`src/core/bcd_alu_pkg.sv`:
```
// Shared types and constants for the BCD, inc/dec and power-down unit
package bcd_alu_pkg;

  // ==========================================================
  // Avalon-MM slave carrier
  // ==========================================================
  localparam int AV_AW = 8;           // Byte address width
  localparam int AV_DW = 32;          // Data width
  localparam int AV_BE = AV_DW / 8;   // Byte enables

  typedef struct packed {
    logic             read;           // Read request
    logic             write;          // Write request
    logic [AV_AW-1:0] address;        // Byte address
    logic [AV_DW-1:0] writedata;      // Write data
    logic [AV_BE-1:0] byteenable;     // Byte lanes
  } av_req_t;

  typedef struct packed {
    logic [AV_DW-1:0] readdata;       // Read data
    logic             waitrequest;    // Stall the master
  } av_rsp_t;

  // ==========================================================
  // Register map (byte addresses)
  // ==========================================================
  localparam logic [AV_AW-1:0] ADDR_CMD  = 8'h00; // Command / last
  localparam logic [AV_AW-1:0] ADDR_WREG = 8'h04; // Working register
  localparam logic [AV_AW-1:0] ADDR_STAT = 8'h08; // Status flags
  localparam logic [AV_AW-1:0] ADDR_WAKE = 8'h0C; // Wake-up strobe
  localparam logic [AV_AW-1:0] ADDR_WDOG = 8'h10; // Watchdog state
  localparam logic [AV_AW-1:0] ADDR_MEM  = 8'h40; // Memory window

  localparam int MEM_IDX_LSB = 2;     // One byte per word
  localparam int REG_W       = 8;     // Data byte width
  localparam int CMD_OP_LSB  = 0;     // Command opcode field
  localparam int CMD_OP_W    = 3;
  localparam int CMD_ADR_LSB = 4;     // Command address field
  localparam int CMD_ADR_W   = 4;
  localparam int LANE0       = 0;     // Byte lane for all regs

  // ==========================================================
  // Arithmetic constants
  // ==========================================================
  localparam logic [3:0]       BCD_NIB_MAX = 4'h9;
  localparam logic [REG_W-1:0] BCD_ADJ_LO  = 8'h06;
  localparam logic [REG_W-1:0] BCD_ADJ_HI  = 8'h60;
  localparam logic [REG_W-1:0] BYTE_ONE    = 8'h01;
  localparam logic [REG_W-1:0] BYTE_ZERO   = 8'h00;

  // ==========================================================
  // Operations, flags, results
  // ==========================================================
  typedef enum logic [CMD_OP_W-1:0] {
    op_none,
    op_invert_memory_into_working_reg,
    op_bcd_fixup_to_memory,
    op_memory_minus_one,
    op_memory_minus_one_to_working_reg,
    op_memory_plus_one,
    op_memory_plus_one_to_working_reg,
    op_power_down
  } op_t;

  // Bit order equals the status register layout, bit 0 = zero
  typedef struct packed {
    logic halted;                     // Core clock stopped
    logic wdx;                        // Watchdog expired flag
    logic slp;                        // Sleep entered flag
    logic lnc;                        // Low nibble carry
    logic c;                          // Carry
    logic z;                          // Zero
  } flags_t;

  typedef struct packed {
    logic [REG_W-1:0] value;          // Result byte
    logic             to_mem;         // Write result to memory
    logic             to_wreg;        // Write result to working reg
    logic             upd_z;          // Update zero flag
    logic             z;              // New zero flag
    logic             upd_c;          // Update carry flag
    logic             c;              // New carry flag
    logic             sleep;          // Enter power-down
  } alu_out_t;

endpackage

```
`src/core/bcd_alu.sv`:
```
// Combinational evaluation of one operation on a memory byte
`timescale 1ns/10ps
`default_nettype none

module bcd_alu
  import bcd_alu_pkg::*;
(
  input  wire op_t              op,          // Operation to evaluate
  input  wire logic [REG_W-1:0] mem_byte,    // Addressed memory byte
  input  wire logic [REG_W-1:0] working_reg, // Working register
  input  wire flags_t           flg,         // Flags before the op
  output var  alu_out_t         res          // Result and targets
);

  // ==========================================================
  // Decimal correction terms
  // ==========================================================
  logic       lo_fix;                 // Low nibble needs +6
  logic       hi_fix;                 // High nibble needs +6
  logic [8:0] bcd_sum;                // Corrected sum with carry out

  // Operation decode; nibble tests look at the uncorrected value
  always_comb begin
    res     = '0;
    lo_fix  = (working_reg[3:0] > BCD_NIB_MAX) || flg.lnc;
    hi_fix  = (working_reg[7:4] > BCD_NIB_MAX) || flg.c;
    bcd_sum = {1'b0, working_reg}
            + {1'b0, (hi_fix ? BCD_ADJ_HI : BYTE_ZERO)
                   | (lo_fix ? BCD_ADJ_LO : BYTE_ZERO)};
    case (op)
      op_invert_memory_into_working_reg: begin
        res.value   = ~mem_byte;
        res.to_wreg = 1'b1;
        res.upd_z   = 1'b1;
      end
      op_bcd_fixup_to_memory: begin
        res.value  = bcd_sum[7:0];
        res.to_mem = 1'b1;
        // Carry only ever rises here so decimal chains work
        res.upd_c  = 1'b1;
        res.c      = flg.c | hi_fix | bcd_sum[8];
      end
      op_memory_minus_one: begin
        res.value  = mem_byte - BYTE_ONE;
        res.to_mem = 1'b1;
        res.upd_z  = 1'b1;
      end
      op_memory_minus_one_to_working_reg: begin
        res.value   = mem_byte - BYTE_ONE;
        res.to_wreg = 1'b1;
        res.upd_z   = 1'b1;
      end
      op_memory_plus_one: begin
        res.value  = mem_byte + BYTE_ONE;
        res.to_mem = 1'b1;
        res.upd_z  = 1'b1;
      end
      op_memory_plus_one_to_working_reg: begin
        res.value   = mem_byte + BYTE_ONE;
        res.to_wreg = 1'b1;
        res.upd_z   = 1'b1;
      end
      op_power_down: begin
        res.sleep = 1'b1;
      end
      default: begin
        res.sleep = 1'b0;
      end
    endcase
    // Byte arithmetic wraps, zero tested on all eight bits
    res.z = (res.value == BYTE_ZERO);
  end

endmodule

`default_nettype wire

```
`src/core/incdec_bcd_unit.sv`:
```
// Top of the execution unit: register bus, data memory, flags, watchdog
//
// Behaviour
// - Invert memory byte into working register, zero only
// - Low nibble over nine or low nibble carry: add six
// - High nibble over nine or carry: add six
// - Decimal fixup result goes to memory byte
// - Decimal fixup touches carry only, sets on overflow
// - Memory byte minus one, back to memory
// - Memory byte minus one into working register
// - Memory byte plus one, back to memory
// - Memory byte plus one into working register
// - Power-down stops execution and the clock
// - Power-down keeps memory and working register intact
// - Power-down clears watchdog count and prescaler
// - Power-down sets sleep flag, clears expired flag
`timescale 1ns/10ps
`default_nettype none

module incdec_bcd_unit
  import bcd_alu_pkg::*;
#(
  parameter int MEM_DEPTH = 16,       // Data memory bytes
  parameter int WDOG_PRE_W = 8,       // Watchdog prescaler width
  parameter int WDOG_CNT_W = 8        // Watchdog count width
)(
  input  wire logic             clk,         // 100 MHz core clock
  input  wire logic             nrst,        // Sync reset, active low
  input  wire av_req_t          av_req,      // Avalon-MM request
  output var  av_rsp_t          av_rsp,      // Avalon-MM response
  output var  logic             sys_clk_en,  // System clock running
  output var  logic [REG_W-1:0] working_reg, // Working register
  output var  flags_t           status       // Flag bits
);

  // ==========================================================
  // Parameter checks
  // ==========================================================
  // Memory is addressed by the 4-bit command field and must fit
  // in the bus window below the top of the byte address range.
  if (MEM_DEPTH < 1 || MEM_DEPTH > (1 << CMD_ADR_W)) begin : g_bad
    $error("MEM_DEPTH out of range");
  end
  if (WDOG_PRE_W < 1 || WDOG_CNT_W < 1
      || WDOG_PRE_W + WDOG_CNT_W > AV_DW) begin : g_badw
    $error("watchdog widths out of range");
  end

  // ==========================================================
  // State
  // ==========================================================
  typedef struct packed {
    logic [MEM_DEPTH-1:0][REG_W-1:0] mem;    // Data memory
    logic [REG_W-1:0]                wreg;   // Working register
    flags_t                          flg;    // Flags and halt
    logic [REG_W-1:0]                cmd;    // Last command taken
    logic [WDOG_PRE_W-1:0]           pre;    // Watchdog prescaler
    logic [WDOG_CNT_W-1:0]           cnt;    // Watchdog count
    logic                            ack;    // Answer cycle
    logic [AV_DW-1:0]                rdata;  // Read data
  } state_t;

  localparam state_t ST_RST = '0;            // Everything cleared

  state_t st_ff;                             // Registered state
  state_t nxt_st;                            // Next state

  // ==========================================================
  // Bus decode
  // ==========================================================
  logic                 bus_pend;   // Read or write pending
  logic                 wr_take;    // Write takes effect now
  logic                 lane_ok;    // Byte lane 0 enabled
  logic [AV_AW-1:0]     moff;       // Offset into memory window
  logic [CMD_ADR_W-1:0] mem_idx;    // Memory word index
  logic                 mem_hit;    // Access falls in memory
  logic [REG_W-1:0]     wbyte;      // Write data, lane 0
  logic [AV_DW-1:0]     rd_val;     // Value to return on read

  assign bus_pend = av_req.read | av_req.write;
  assign wr_take = av_req.write & st_ff.ack;
  assign lane_ok = av_req.byteenable[LANE0];
  assign moff    = av_req.address - ADDR_MEM;
  assign mem_idx = moff[MEM_IDX_LSB +: CMD_ADR_W];
  assign wbyte   = av_req.writedata[REG_W-1:0];
  assign mem_hit = (av_req.address >= ADDR_MEM)
                && (moff[MEM_IDX_LSB-1:0] == '0)
                && (int'(moff[AV_AW-1:MEM_IDX_LSB]) < MEM_DEPTH);

  // Read mux; unmapped addresses read as zero
  always_comb begin
    rd_val = '0;
    if (mem_hit) begin
      rd_val[REG_W-1:0] = st_ff.mem[mem_idx];
    end else begin
      case (av_req.address)
        ADDR_CMD:  rd_val[REG_W-1:0] = st_ff.cmd;
        ADDR_WREG: rd_val[REG_W-1:0] = st_ff.wreg;
        ADDR_STAT: rd_val[$bits(flags_t)-1:0] = st_ff.flg;
        ADDR_WDOG: rd_val[WDOG_PRE_W+WDOG_CNT_W-1:0] =
                     {st_ff.cnt, st_ff.pre};
        default:   rd_val = '0;
      endcase
    end
  end

  // ==========================================================
  // Command decode and evaluation
  // ==========================================================
  logic                 exec_go;    // Command executes this edge
  op_t                  exec_op;    // Requested operation
  logic [CMD_ADR_W-1:0] exec_adr;   // Requested memory byte
  logic                 adr_ok;     // Address inside memory
  logic [REG_W-1:0]     sel_byte;   // Addressed memory byte
  alu_out_t             res;        // Evaluation result

  // A halted core takes no command: the clock is notionally off
  assign exec_go  = wr_take && lane_ok && !mem_hit
                 && (av_req.address == ADDR_CMD)
                 && !st_ff.flg.halted;
  assign exec_op  = op_t'(wbyte[CMD_OP_LSB +: CMD_OP_W]);
  assign exec_adr = wbyte[CMD_ADR_LSB +: CMD_ADR_W];
  assign adr_ok   = int'(exec_adr) < MEM_DEPTH;
  assign sel_byte = adr_ok ? st_ff.mem[exec_adr] : BYTE_ZERO;

  bcd_alu u_alu (
    .op          (exec_op),
    .mem_byte    (sel_byte),
    .working_reg (st_ff.wreg),
    .flg         (st_ff.flg),
    .res         (res)
  );

  // ==========================================================
  // Next state
  // ==========================================================
  // Order matters: bus writes first, then watchdog events so a
  // hardware set beats a software clear, then the command.
  always_comb begin
    nxt_st     = st_ff;
    // One wait state per access, then the answer cycle
    nxt_st.ack = bus_pend & ~st_ff.ack;
    if (av_req.read && !st_ff.ack) begin
      nxt_st.rdata = rd_val;
    end
    // Plain register and memory writes
    if (wr_take && lane_ok) begin
      if (mem_hit) begin
        nxt_st.mem[mem_idx] = wbyte;
      end else begin
        case (av_req.address)
          ADDR_WREG: nxt_st.wreg = wbyte;
          ADDR_STAT: begin
            // Halt bit is read-only; wake goes through ADDR_WAKE
            nxt_st.flg.z   = wbyte[0];
            nxt_st.flg.c   = wbyte[1];
            nxt_st.flg.lnc = wbyte[2];
            nxt_st.flg.slp = wbyte[3];
            nxt_st.flg.wdx = wbyte[4];
          end
          ADDR_WAKE: nxt_st.flg.halted = 1'b0;
          default:   nxt_st.flg.halted = st_ff.flg.halted;
        endcase
      end
    end
    // Watchdog ticks only while the core clock runs
    if (!st_ff.flg.halted) begin
      nxt_st.pre = st_ff.pre + 1'b1;
      if (&st_ff.pre) begin
        nxt_st.cnt = st_ff.cnt + 1'b1;
        if (&st_ff.cnt) begin
          nxt_st.flg.wdx = 1'b1;
        end
      end
    end
    // Command execution in a single cycle
    if (exec_go) begin
      nxt_st.cmd = wbyte;
      if (adr_ok) begin
        if (res.to_mem) begin
          nxt_st.mem[exec_adr] = res.value;
        end
        if (res.to_wreg) begin
          nxt_st.wreg = res.value;
        end
        if (res.upd_z) begin
          nxt_st.flg.z = res.z;
        end
        if (res.upd_c) begin
          nxt_st.flg.c = res.c;
        end
      end
      // Power-down needs no memory byte; data stays as it is
      if (res.sleep) begin
        nxt_st.flg.halted = 1'b1;
        nxt_st.pre        = '0;
        nxt_st.cnt        = '0;
        nxt_st.flg.slp    = 1'b1;
        nxt_st.flg.wdx    = 1'b0;
      end
    end
  end

  // State register, synchronous reset
  always_ff @(posedge clk) begin
    if (!nrst) begin
      st_ff <= ST_RST;
    end else begin
      st_ff <= nxt_st;
    end
  end

  // ==========================================================
  // Outputs
  // ==========================================================
  // Waitrequest is combinational so the answer edge is fixed
  assign av_rsp.waitrequest = bus_pend & ~st_ff.ack;
  assign av_rsp.readdata    = st_ff.rdata;
  assign sys_clk_en         = ~st_ff.flg.halted;
  assign working_reg        = st_ff.wreg;
  assign status             = st_ff.flg;

  // ==========================================================
  // Checks
  // ==========================================================
  logic [REG_W-1:0] cur_byte;       // Byte named by last command
  logic [REG_W-1:0] bcd_adj;        // Expected decimal correction
  logic             is_zop;         // Op that updates zero flag

  assign cur_byte = (int'(st_ff.cmd[CMD_ADR_LSB +: CMD_ADR_W])
                     < MEM_DEPTH)
                  ? st_ff.mem[st_ff.cmd[CMD_ADR_LSB +: CMD_ADR_W]]
                  : BYTE_ZERO;
  assign bcd_adj  = ((st_ff.wreg[7:4] > BCD_NIB_MAX || st_ff.flg.c)
                     ? BCD_ADJ_HI : BYTE_ZERO)
                  | ((st_ff.wreg[3:0] > BCD_NIB_MAX || st_ff.flg.lnc)
                     ? BCD_ADJ_LO : BYTE_ZERO);
  assign is_zop   = exec_go && adr_ok
                 && exec_op != op_bcd_fixup_to_memory
                 && exec_op != op_power_down && exec_op != op_none;
endmodule

`default_nettype wire

```
`config.mk`:
```
export PLATFORM = sky130hd
export DESIGN_NAME = incdec_bcd_unit
export DESIGN_NICKNAME = d
export VERILOG_FILES = /design/src/core/bcd_alu_pkg.sv /design/src/core/bcd_alu.sv /design/src/core/incdec_bcd_unit.sv
export SDC_FILE = /design/constraint.sdc
export NUM_CORES = 1
export LEC_CHECK = 0
export BUFFER_PORTS_ARGS = -buffer_cell sky130_fd_sc_hd__clkbuf_2
export CAP_MARGIN = 20
export CORE_MARGIN = 3
export CORE_UTILIZATION = 66
export DETAILED_ROUTE_END_ITERATION = 7
export PLACE_DENSITY = 0.87
export SETUP_SLACK_MARGIN = 0.05
export SLEW_MARGIN = 0
export SYNTH_ARGS = -nofsm -noshare
export SYNTH_HDL_FRONTEND = slang
export SYNTH_SLANG_ARGS = --single-unit
export TNS_END_PERCENT = 20
```
`constraint.sdc`:
```
create_clock -name clk -period 10.26 [get_ports clk]
set_input_delay 1.026 -clock clk [delete_from_list [all_inputs] [get_ports clk]]
set_output_delay 1.026 -clock clk [all_outputs]
set_load 0.02 [all_outputs]
```
After elaboration in Yosys (flattened, before gate mapping)
Index checks and enable logic that the tools add are counted.
{"block": "totals", "reg_bits": 199, "latchBits": 0, "mem_bits_rw": 0, "romBits": 0, "inputBits": 48, "output_inout_bits": 48, "word_cells": 130, "memories": 0}
{"block": "classes", "add_sub_neg": 6, "multipliers": 0, "n_div": 0, "magnitude_cmp": 8, "n_eq_ne": 11, "shifts": 0, "muxes": 42, "bitwise_logic": 10, "reduce_logical": 25}
{"operator": "128-bit bitwise mux", "count": 2}
{"operator": "128-bit two-way mux", "count": 2}
{"operator": "142-bit two-way mux", "count": 1}
{"operator": "139-bit two-way mux", "count": 1}
{"operator": "8-bit two-way mux", "count": 10}
{"operator": "8-bit binary-select mux with 4-bit select", "count": 2}
{"operator": "8-bit demux with 4-bit select", "count": 2}
{"operator": "16-bit two-way mux", "count": 2}
{"operator": "8-bit case mux with 4 select lines", "count": 1}
{"operator": "26-bit two-way mux", "count": 1}
{"operator": "8-bit by 1-bit adder with 8-bit output (second input constant)", "count": 3}
{"operator": "6-bit case mux with 4 select lines", "count": 1}
{"operator": "8-bit by 4-bit == test with 1-bit output (second input constant)", "count": 2}
{"operator": "8-bit zero test", "count": 2}
{"operator": "8-bit AND reduction", "count": 2}
{"operator": "14-bit two-way mux", "count": 1}
{"operator": "3-bit == test (second input constant)", "count": 4}
{"operator": "4-bit by 5-bit less-than comparator with 1-bit output (second input constant)", "count": 2}
{"operator": "1-bit two-way mux", "count": 10}
{"operator": "8-bit by 8-bit adder with 9-bit output", "count": 1}
{"operator": "1-bit logical AND", "count": 9}
{"operator": "8-bit by 3-bit == test with 1-bit output (second input constant)", "count": 1}
{"operator": "8-bit by 5-bit == test with 1-bit output (second input constant)", "count": 1}
{"operator": "4-bit by 1-bit >= comparator with 1-bit output (second input constant)", "count": 2}
{"operator": "other kinds (24)", "count": 37}

Longest topological paths before layout
Gate-level depths: netlist (run 1).
{"block": "depth", "word_depth": 13, "ltp_mapped": 17, "ltp_nobuf": 13}

Hierarchy
Synthesis (run 1) repeated with hierarchy kept, for this count alone.
{"block": "hier_totals", "hier_cells": 1227, "hier_area_um2": 12040.3}
{"mod": "incdec_bcd_unit", "n_inst": 1, "cells_each": 1082, "area_per_inst_um2": 11044.3, "seq_area_each_um2": 3663.5}
{"mod": "bcd_alu", "n_inst": 1, "cells_each": 145, "area_per_inst_um2": 996.0, "seq_area_each_um2": 0.0}

Worst setup path before layout (run 1)
No wires, ideal clock.
{"block": "synth_path", "path_type": "in2reg", "start": "input av_req[8] (netlist bit)", "end": "register st_ff[126] (netlist bit)", "setup_ps": 115, "t_arrival_ps": 4990, "required_ps": 10145, "path_slack_ps": 5155, "stages": 14, "n_path_buf": 4, "cell_sequence": "buf_2 > buf_2 > buf_2 > mux4_2 > mux4_2 > ha_1 > or3_1 > or3_1 > o22ai_1 > o311ai_0 > nor3b_2 > buf_2 > mux2i_1 > and2_1"}
{"block": "synth_via", "elab_chain_cells": 7, "elab_cells_between_ends": 14, "cone_classes": "2 x add/sub; 2 x order compare; 8 x mux; 1 x bitwise; 1 x reduce/logical"}
{"element": "start, declared", "line_no": "incdec_bcd_unit.sv:29", "rtl": "input wire av_req_t av_req,"}
{"element": "8-bit binary-select mux with 4-bit select, or another cell as far along", "line_no": "incdec_bcd_unit.sv:124", "rtl": "assign sel_byte = adr_ok ? st_ff.mem[exec_adr] : BYTE_ZERO;"}
{"element": "8-bit two-way mux (not written as such) or 1-bit logical AND (tied branches)", "line_no": "incdec_bcd_unit.sv:124, incdec_bcd_unit.sv:181"}
{"element": "8-bit by 1-bit adder with 8-bit output, or another cell as far along", "line_no": "bcd_alu.sv:54, bcd_alu.sv:59"}
{"element": "8-bit case mux with 4 select lines or 8-bit demux with 4-bit select (tied branches)", "line_no": "bcd_alu.sv:30, incdec_bcd_unit.sv:181"}
{"element": "128-bit bitwise mux *", "line_no": "incdec_bcd_unit.sv:181", "rtl": "nxt_st.mem[exec_adr] = res.value;"}
{"element": "128-bit two-way mux *", "line_no": "incdec_bcd_unit.sv:180", "rtl": "if (res.to_mem) begin"}
{"element": "139-bit two-way mux *", "line_no": "incdec_bcd_unit.sv:177", "rtl": "if (exec_go) begin"}
{"element": "end signal, assigned", "line_no": "incdec_bcd_unit.sv:209", "rtl": "st_ff <= nxt_st;"}
{"element": "end, declared", "line_no": "incdec_bcd_unit.sv:65", "rtl": "state_t st_ff;"}
Every way passes the cells marked *; elsewhere a longest branch is shown, timed or not. The select of a mux whose other input is x is not followed.
A chain may end at the register's enable or synchronous reset.

Worst setup path in the final report (run 1)
{"block": "layout_path", "start": "input av_req[8] (netlist bit)", "end": "register st_ff[174] (netlist bit)"}
The elaborated chain is that of the path after synthesis.

==> impl_metrics.env, run 1 <==
export IMPL_finalMaxSlewViolations=0
export IMPL_max_cap_violations=0
export IMPL_ant_nets=0
export IMPL_crit_required_ps=10590
export IMPL_p_comb_share_pct=10.2
export IMPL_critPathLaunchType="input port"
export IMPL_yosysSeqAreaShare_pct=31.15
export IMPL_netlist_cell_type_count=62
export IMPL_clkPwrFrac_pct=44.7
export IMPL_drc_errors=1
export IMPL_switchingPower_uw=418.1
export IMPL_yosysTopAreaCell="dfxtp_1"
export IMPL_seqPwrFrac_pct=45.1
export IMPL_syn_inst=1249
export IMPL_ir_worst_vdd_mv=0.1078
export IMPL_powerDensity_nw_per_um2=128.7
export IMPL_num_vias=10240
export IMPL_die_width_um=139.5
export IMPL_regToRegSetupSlack_ps=6010
export IMPL_reg2reg_from="st_ff[97]$_SDFF_PN0_"
export IMPL_crit_arrival_ps=6010
export IMPL_io_buffers=52
export IMPL_r2r_end="st_ff[174]$_SDFF_PN0_"
export IMPL_wl_mm=34.34
export IMPL_crit_type="input port to flop"
export IMPL_min_from="st_ff[49]$_SDFFE_PN0P_"
export IMPL_cellLeakagePower_nw=6.118
export IMPL_drtIter0Drc=1429
export IMPL_cts_htree_levels=4
export IMPL_die_y_um=139.5
export IMPL_clock_path_buffers=2
export IMPL_cts_hold_buf=0
export IMPL_tritoncts="done"
export IMPL_cts_resized=0
export IMPL_min_to="st_ff[49]$_SDFFE_PN0P_"
export IMPL_vias_per_cell=7.167
export IMPL_post_synth_cell_area_avg_um2=9.416
export IMPL_hold_ws_ps=475.4
export IMPL_grt_pass1_vias=9657
export IMPL_num_nets_final=1253
export IMPL_rr_worst_depth=12
export IMPL_grt_use_total_pct=34.79
export IMPL_synth_ff_type="dfxtp_1"
export IMPL_synth_edf_count=0
export IMPL_clkSlewWorstSetupHoldPaths_ps=70
export IMPL_fp_dieArea_um2=19460
export IMPL_layout_commonest_cell="nand2_1"
export IMPL_multi_input_area_um2=7345
export IMPL_antenna_cells=0
export IMPL_synth_top_cell_area_share_pct=31.15
export IMPL_overflow=0
export IMPL_worstMarginPinSlew_ps=1175
export IMPL_grt_pass1_wl_mm=53.80
export IMPL_seq_area_um2=3664
export IMPL_netlist_top_cells_area="dfxtp_1 (31%), mux4_2 (15%), o211a_1 (10%)"
export IMPL_ios=96
export IMPL_dp_hpwl_mm=21.54
export IMPL_fmax_mhz=176.2
export IMPL_rows=48
export IMPL_final_core_util_pct=71.07
export IMPL_core_area_um2=17360
export IMPL_intPower_mw=1.170
export IMPL_wl_per_cell_um=24.03
export IMPL_largest_reg_flops=153
export IMPL_root_buffer="clkbuf_16"
export IMPL_grt_max_degree=88
export IMPL_setup_tns_ps=0
export IMPL_clk_latency_ps=440
export IMPL_layout_drive_gt1_share_pct=15.86
export IMPL_hold_class="flop to flop"
export IMPL_finalHoldViolCount=0
export IMPL_syn_cell_area_um2=11760
export IMPL_ys_ff_latch=183
export IMPL_endpoint_kind="flop"
export IMPL_place_congestion=0.9784
export IMPL_initial_core_util_pct=67.76
export IMPL_setup_viol=0
export IMPL_antenna_found_initial=1
export IMPL_yosys_warnings=0
export IMPL_violations="design-rule violations"
export IMPL_syn2layout_area_growth_pct=4.894
export IMPL_rsz0062_at_grt="false"
export IMPL_worstHoldPathCells=2
export IMPL_fill_cells=1256
export IMPL_outcome="complete, but fails checks"
export IMPL_crit_fanout=42
export IMPL_first_pass_iters=8
export IMPL_fin_skew_ps=9.764
export IMPL_post_route_period_util_pct=55.32
export IMPL_layout_min_cycle_time_ps=5676
export IMPL_clkSinkCount=183
export IMPL_postCtsSetupBuffers=0
export IMPL_final_cell_mix="nand2_1 (185), dfxtp_1 (183), o211a_1 (119), nand3_1 (108), mux2i_1 (105)"
export IMPL_p_sw_share_pct=26.32
export IMPL_cts_buffers=17
export IMPL_relSlewSlack_pct=21.48
export IMPL_async_flop_share_pct=0
[worst max-delay path, stage by stage]
cell and delay [ps]:
clkbuf_2 380, buf_4 640, mux4_2 640, a22oi_1 370, nand2_1 200, ha_1 310, or3_1 460, or3_1 320
o22ai_1 150, o311ai_0 190, nor3b_2 670, buf_4 330, mux2i_1 90, and2_1 190
[cells in the mapped netlist (4+ instances only)]
cell      count
nor3_1        9
o211a_1     119
a21oi_1      10
buf_2         9
nor2b_1      18
dfxtp_1     183
or3_1         6
a221oi_1      7
and2_1       18
o21a_1        4
xor2_1       12
nand2b_1     15
xnor2_1      12
mux4_2       77
nor2_1       49
nor3b_1       4
o21ai_0      26
buf_1        10
clkbuf_1     95
mux2_2        4
nand3_1     108
a21boi_0     11
nand2_1     185
and3_1        9
mux2i_1     105
nand4b_1      5
ha_1         12
buf_4        47
a22oi_1      19
a31oi_1       9
[final cells by class]
| class | count | share of cell area [%] |
|---|---|---|
| clock inverters | 12 | 1.420 |
| inverters | 3 | 0.09129 |
| well taps | 225 | 2.282 |
| flip-flops and latches | 183 | 29.70 |
| repair buffers | 72 | 3.378 |
| clock buffers | 19 | 3.591 |
| multi-input cells | 915 | 59.54 |
[power groups by stage]
stage               registers (mW)  clock network, mW  logic, mW
floorplan                    0.732                  0      0.119
detailed placement           0.732                  0      0.157
global placement             0.732                  0      0.156
CTS                          0.716              0.709      0.158
finish                       0.716              0.709      0.163
global route                 0.717              0.733      0.170
[metrics by stage]
| stage | cells | total power [mW] | area [µm²] | worst slack (ps) |
|---|---|---|---|---|
| floorplan | 1264 | 0.8511 | 11820 | 5155 |
| global placement | 1397 | 0.8880 | 11710 | 4341 |
| detailed placement | 1397 | 0.8894 | 11710 | 4273 |
| CTS | 1428 | 1.583 | 12320 | 4704 |
| global route | 1429 | 1.619 | 12340 | 4466 |
| finish | 1429 | 1.588 | 12340 | 4584 |
[routing by layer]
metal  part of all wire (%)  vias to the layer above  track usage (%)
met5                  0.038                        -                0
met2                     46                      740            54.15
met3                     12                      164            9.175
met4                    5.7                        2            18.49
met1                     36                     4883            44.58
li1                       -                     4453                -
[cells by family (layout without fill, tap and decap cells)]
logic type | count (synthesis) | after routing | share of synthesized area, %
AND/OR/NAND/NOR | 444 | 444 | 17.84
other | 1 | 16 | 0.03189
buffers and inverters | 166 | 106 | 7.022
flip-flops | 183 | 183 | 31.15
multiplexers | 186 | 186 | 24.07
XOR/XNOR | 24 | 24 | 1.787
adder cells (fa/ha/maj) | 14 | 14 | 1.543
AO/OA/AOI/OAI | 231 | 231 | 16.55
[worst max path at each step]
| stage | start | endpoint |
|---|---|---|
| after floorplan | av_req[8] | st_ff[126]$_SDFF_PN0_ |
| after global placement | av_req[8] | st_ff[190]$_SDFF_PN0_ |
| after detailed placement | av_req[8] | st_ff[174]$_SDFF_PN0_ |
| after CTS | av_req[8] | st_ff[110]$_SDFF_PN0_ |
| after global routing | av_req[8] | st_ff[150]$_SDFF_PN0_ |
| final | av_req[8] | st_ff[174]$_SDFF_PN0_ |
(Power assumes the default switching activity.)
==> inputs of run 2 (changes only) <==
- CORE_UTILIZATION: 66 -> 61
- PLACE_DENSITY: 0.87 -> 0.81
- clock period: 10.26 -> 5.25 ns (I/O delays scaled with it)
==> run 2 against run 1 <==
Against the previous run: the run now ends clean; highest routed layer is now met4; critical path depth is 6 lower; register-to-register slack worse by 4800 ps; via count is 0.36% lower; largest power group unchanged; non-clock buffer count is 15 higher; clock skew is 6.4 ps higher; sequential power is 96% higher; flip-flop and latch count stayed put; critical path type is now flop to flop; clock power is 72% higher; design area is 0.81% higher; critical endpoint is now st_ff[110]$_SDFF_PN0_.
==> impl_metrics.env, run 2 (same netlist as run 1, synthesis figures left out) <==
export IMPL_route_met3_wl_mm=4.083
export IMPL_r2r_end="st_ff[110]$_SDFF_PN0_"
export IMPL_reg2reg_from="st_ff[32]$_SDFF_PN0_"
export IMPL_clk_latency_ps=450
export IMPL_endpoint_kind="flop"
export IMPL_antenna_cells=0
export IMPL_hold_class="flop to flop"
export IMPL_worstMarginPinSlew_ps=1183
export IMPL_core_area_um2=18830
export IMPL_die_width_um=144.8
export IMPL_min_from="st_ff[49]$_SDFFE_PN0P_"
export IMPL_first_pass_iters=7
export IMPL_max_cap_violations=0
export IMPL_relSlewSlack_pct=20.87
export IMPL_crit_fanout=15
export IMPL_final_cell_mix="nand2_1 (185), dfxtp_1 (183), o211a_1 (119), nand3_1 (108), mux2i_1 (105)"
export IMPL_num_vias=10210
export IMPL_clock_path_buffers=2
export IMPL_crit_type="flop to flop"
export IMPL_num_nets_final=1268
export IMPL_dp_cells=1446
export IMPL_cts_buffers=17
export IMPL_antenna_found_initial=0
export IMPL_root_buffer="clkbuf_16"
export IMPL_critPathLaunchType="flop"
export IMPL_finalMaxSlewViolations=0
export IMPL_fmax_mhz=246.6
export IMPL_powerDensity_nw_per_um2=238.1
export IMPL_postCtsSetupBuffers=0
export IMPL_wl_per_cell_um=23.44
export IMPL_regToRegSetupSlack_ps=1200
export IMPL_path_cells="nand3_1 > nor2_1 > nand4b_1 > a21oi_1 > nor3b_1 > nand2_1 > mux2i_1 > and2_1"
export IMPL_layout_commonest_cell="nand2_1"
export IMPL_ant_nets=0
export IMPL_drc_errors=0
export IMPL_dp_hpwl_mm=23.24
export IMPL_rsz0062_at_grt="false"
export IMPL_wl_mm=34.65
export IMPL_min_to="st_ff[49]$_SDFFE_PN0P_"
export IMPL_grt_max_degree=93
export IMPL_ios=96
export IMPL_stdcell_count=1478
export IMPL_pre_cts_ws_ps=945.0
export IMPL_rr_worst_depth=8
export IMPL_outcome="finished clean"
export IMPL_cts_htree_levels=4
export IMPL_setup_tns_ps=0
export IMPL_fin_ws_ps=1195
export IMPL_fill_cells=1471
export IMPL_critPathMaxStageDelay_ps=780
export IMPL_seq_area_um2=3664
export IMPL_cts_resized=0
export IMPL_worstHoldPathCells=2
export IMPL_fin_skew_ps=16.13
export IMPL_highest_layer="met4"
export IMPL_cellLeakagePower_nw=6.151
export IMPL_path_buf_inv=0
export IMPL_layout_drive_gt1_share_pct=16.83
export IMPL_cp_top_family="simple AND/OR/NAND/NOR gates"
export IMPL_initial_core_util_pct=62.45
export IMPL_place_congestion=1.005
export IMPL_crit_arrival_ps=4400
export IMPL_largest_reg_flops=153
export IMPL_grt_use_total_pct=33.14
export IMPL_io_buffers=52
export IMPL_post_route_period_util_pct=77.23
export IMPL_crit_required_ps=5590
export IMPL_slowest_stage="a21oi_1"
export IMPL_overflow=0
export IMPL_layout_min_cycle_time_ps=4055
export IMPL_cts_hold_buf=0
export IMPL_ir_worst_vdd_mv=0.2167
export IMPL_clkSlewWorstSetupHoldPaths_ps=70
export IMPL_die_y_um=144.8
export IMPL_vias_per_cell=6.905
export IMPL_hold_ws_ps=473.6
export IMPL_grt_pass1_vias=9468
export IMPL_syn2layout_area_growth_pct=5.745
export IMPL_wl_met2_mm=16.00
export IMPL_crit_cells=8
export IMPL_clkSinkCount=183
export IMPL_tritoncts="done"
export IMPL_grt_pass1_wl_mm=53.29
export IMPL_multi_input_area_um2=7345
export IMPL_drtIter0Drc=1268
export IMPL_m1WireLength_mm=12.75
export IMPL_rows=50
export IMPL_finalHoldViolCount=0
export IMPL_setup_viol=0
export IMPL_fp_dieArea_um2=20980
run 2: changes by cell type in the layout (fill, tap and decap cells not counted), sizes merged:
cell	change
clkinv	-1
buf	+15
bufinv	-4
clkinvlp	+2
clkbuf	+2
run 2: metrics by stage:
stage | instance area, µm² | util (%) | total power [mW]
after floorplan | 11820 | - | 1.663
after detailed placement | 11880 | 63.09 | 1.761
final | 12440 | 66.04 | 2.961
after CTS | 12420 | 65.96 | 2.947
after global routing | 12440 | 66.04 | 3.033
after global placement | 11880 | 63.09 | 1.757
run 2: worst max path at each step:
stage / end / startpoint
global route: st_ff[110]$_SDFF_PN0_ / st_ff[32]$_SDFF_PN0_
floorplan: st_ff[126]$_SDFF_PN0_ / av_req[8]
detailed placement: st_ff[190]$_SDFF_PN0_ / av_req[8]
CTS: st_ff[142]$_SDFF_PN0_ / st_ff[32]$_SDFF_PN0_
finish: st_ff[110]$_SDFF_PN0_ / st_ff[32]$_SDFF_PN0_
global placement: st_ff[190]$_SDFF_PN0_ / av_req[8]
run 2: cell type report:
cell class | instances | area share (%)
clock inverter | 9 | 0.5634
tap | 260 | 2.616
timing repair buffer | 87 | 4.427
clock buffer | 21 | 3.783
sequential | 183 | 29.46
multi-input combinational | 915 | 59.06
inverter | 3 | 0.09055
run 2: tightest hold or removal path, cell delays in order, from the launching register on:
cell and delay [ps]:
dfxtp_1 310, nand2_1 50, a21boi_0 60
run 2: where the power goes:
part / internal [mW] / switching (mW)
clock network: 0.642 / 0.578
logic: 0.0989 / 0.242
registers: 1.39 / 0.00537
total: 2.13 / 0.826
run 2: routing by layer:
metal | track usage (%) | vias up
met5 | 0 | -
met4 | 16.84 | 0
met3 | 8.314 | 131
met2 | 52.40 | 682
met1 | 42.27 | 4912
li1 | - | 4480
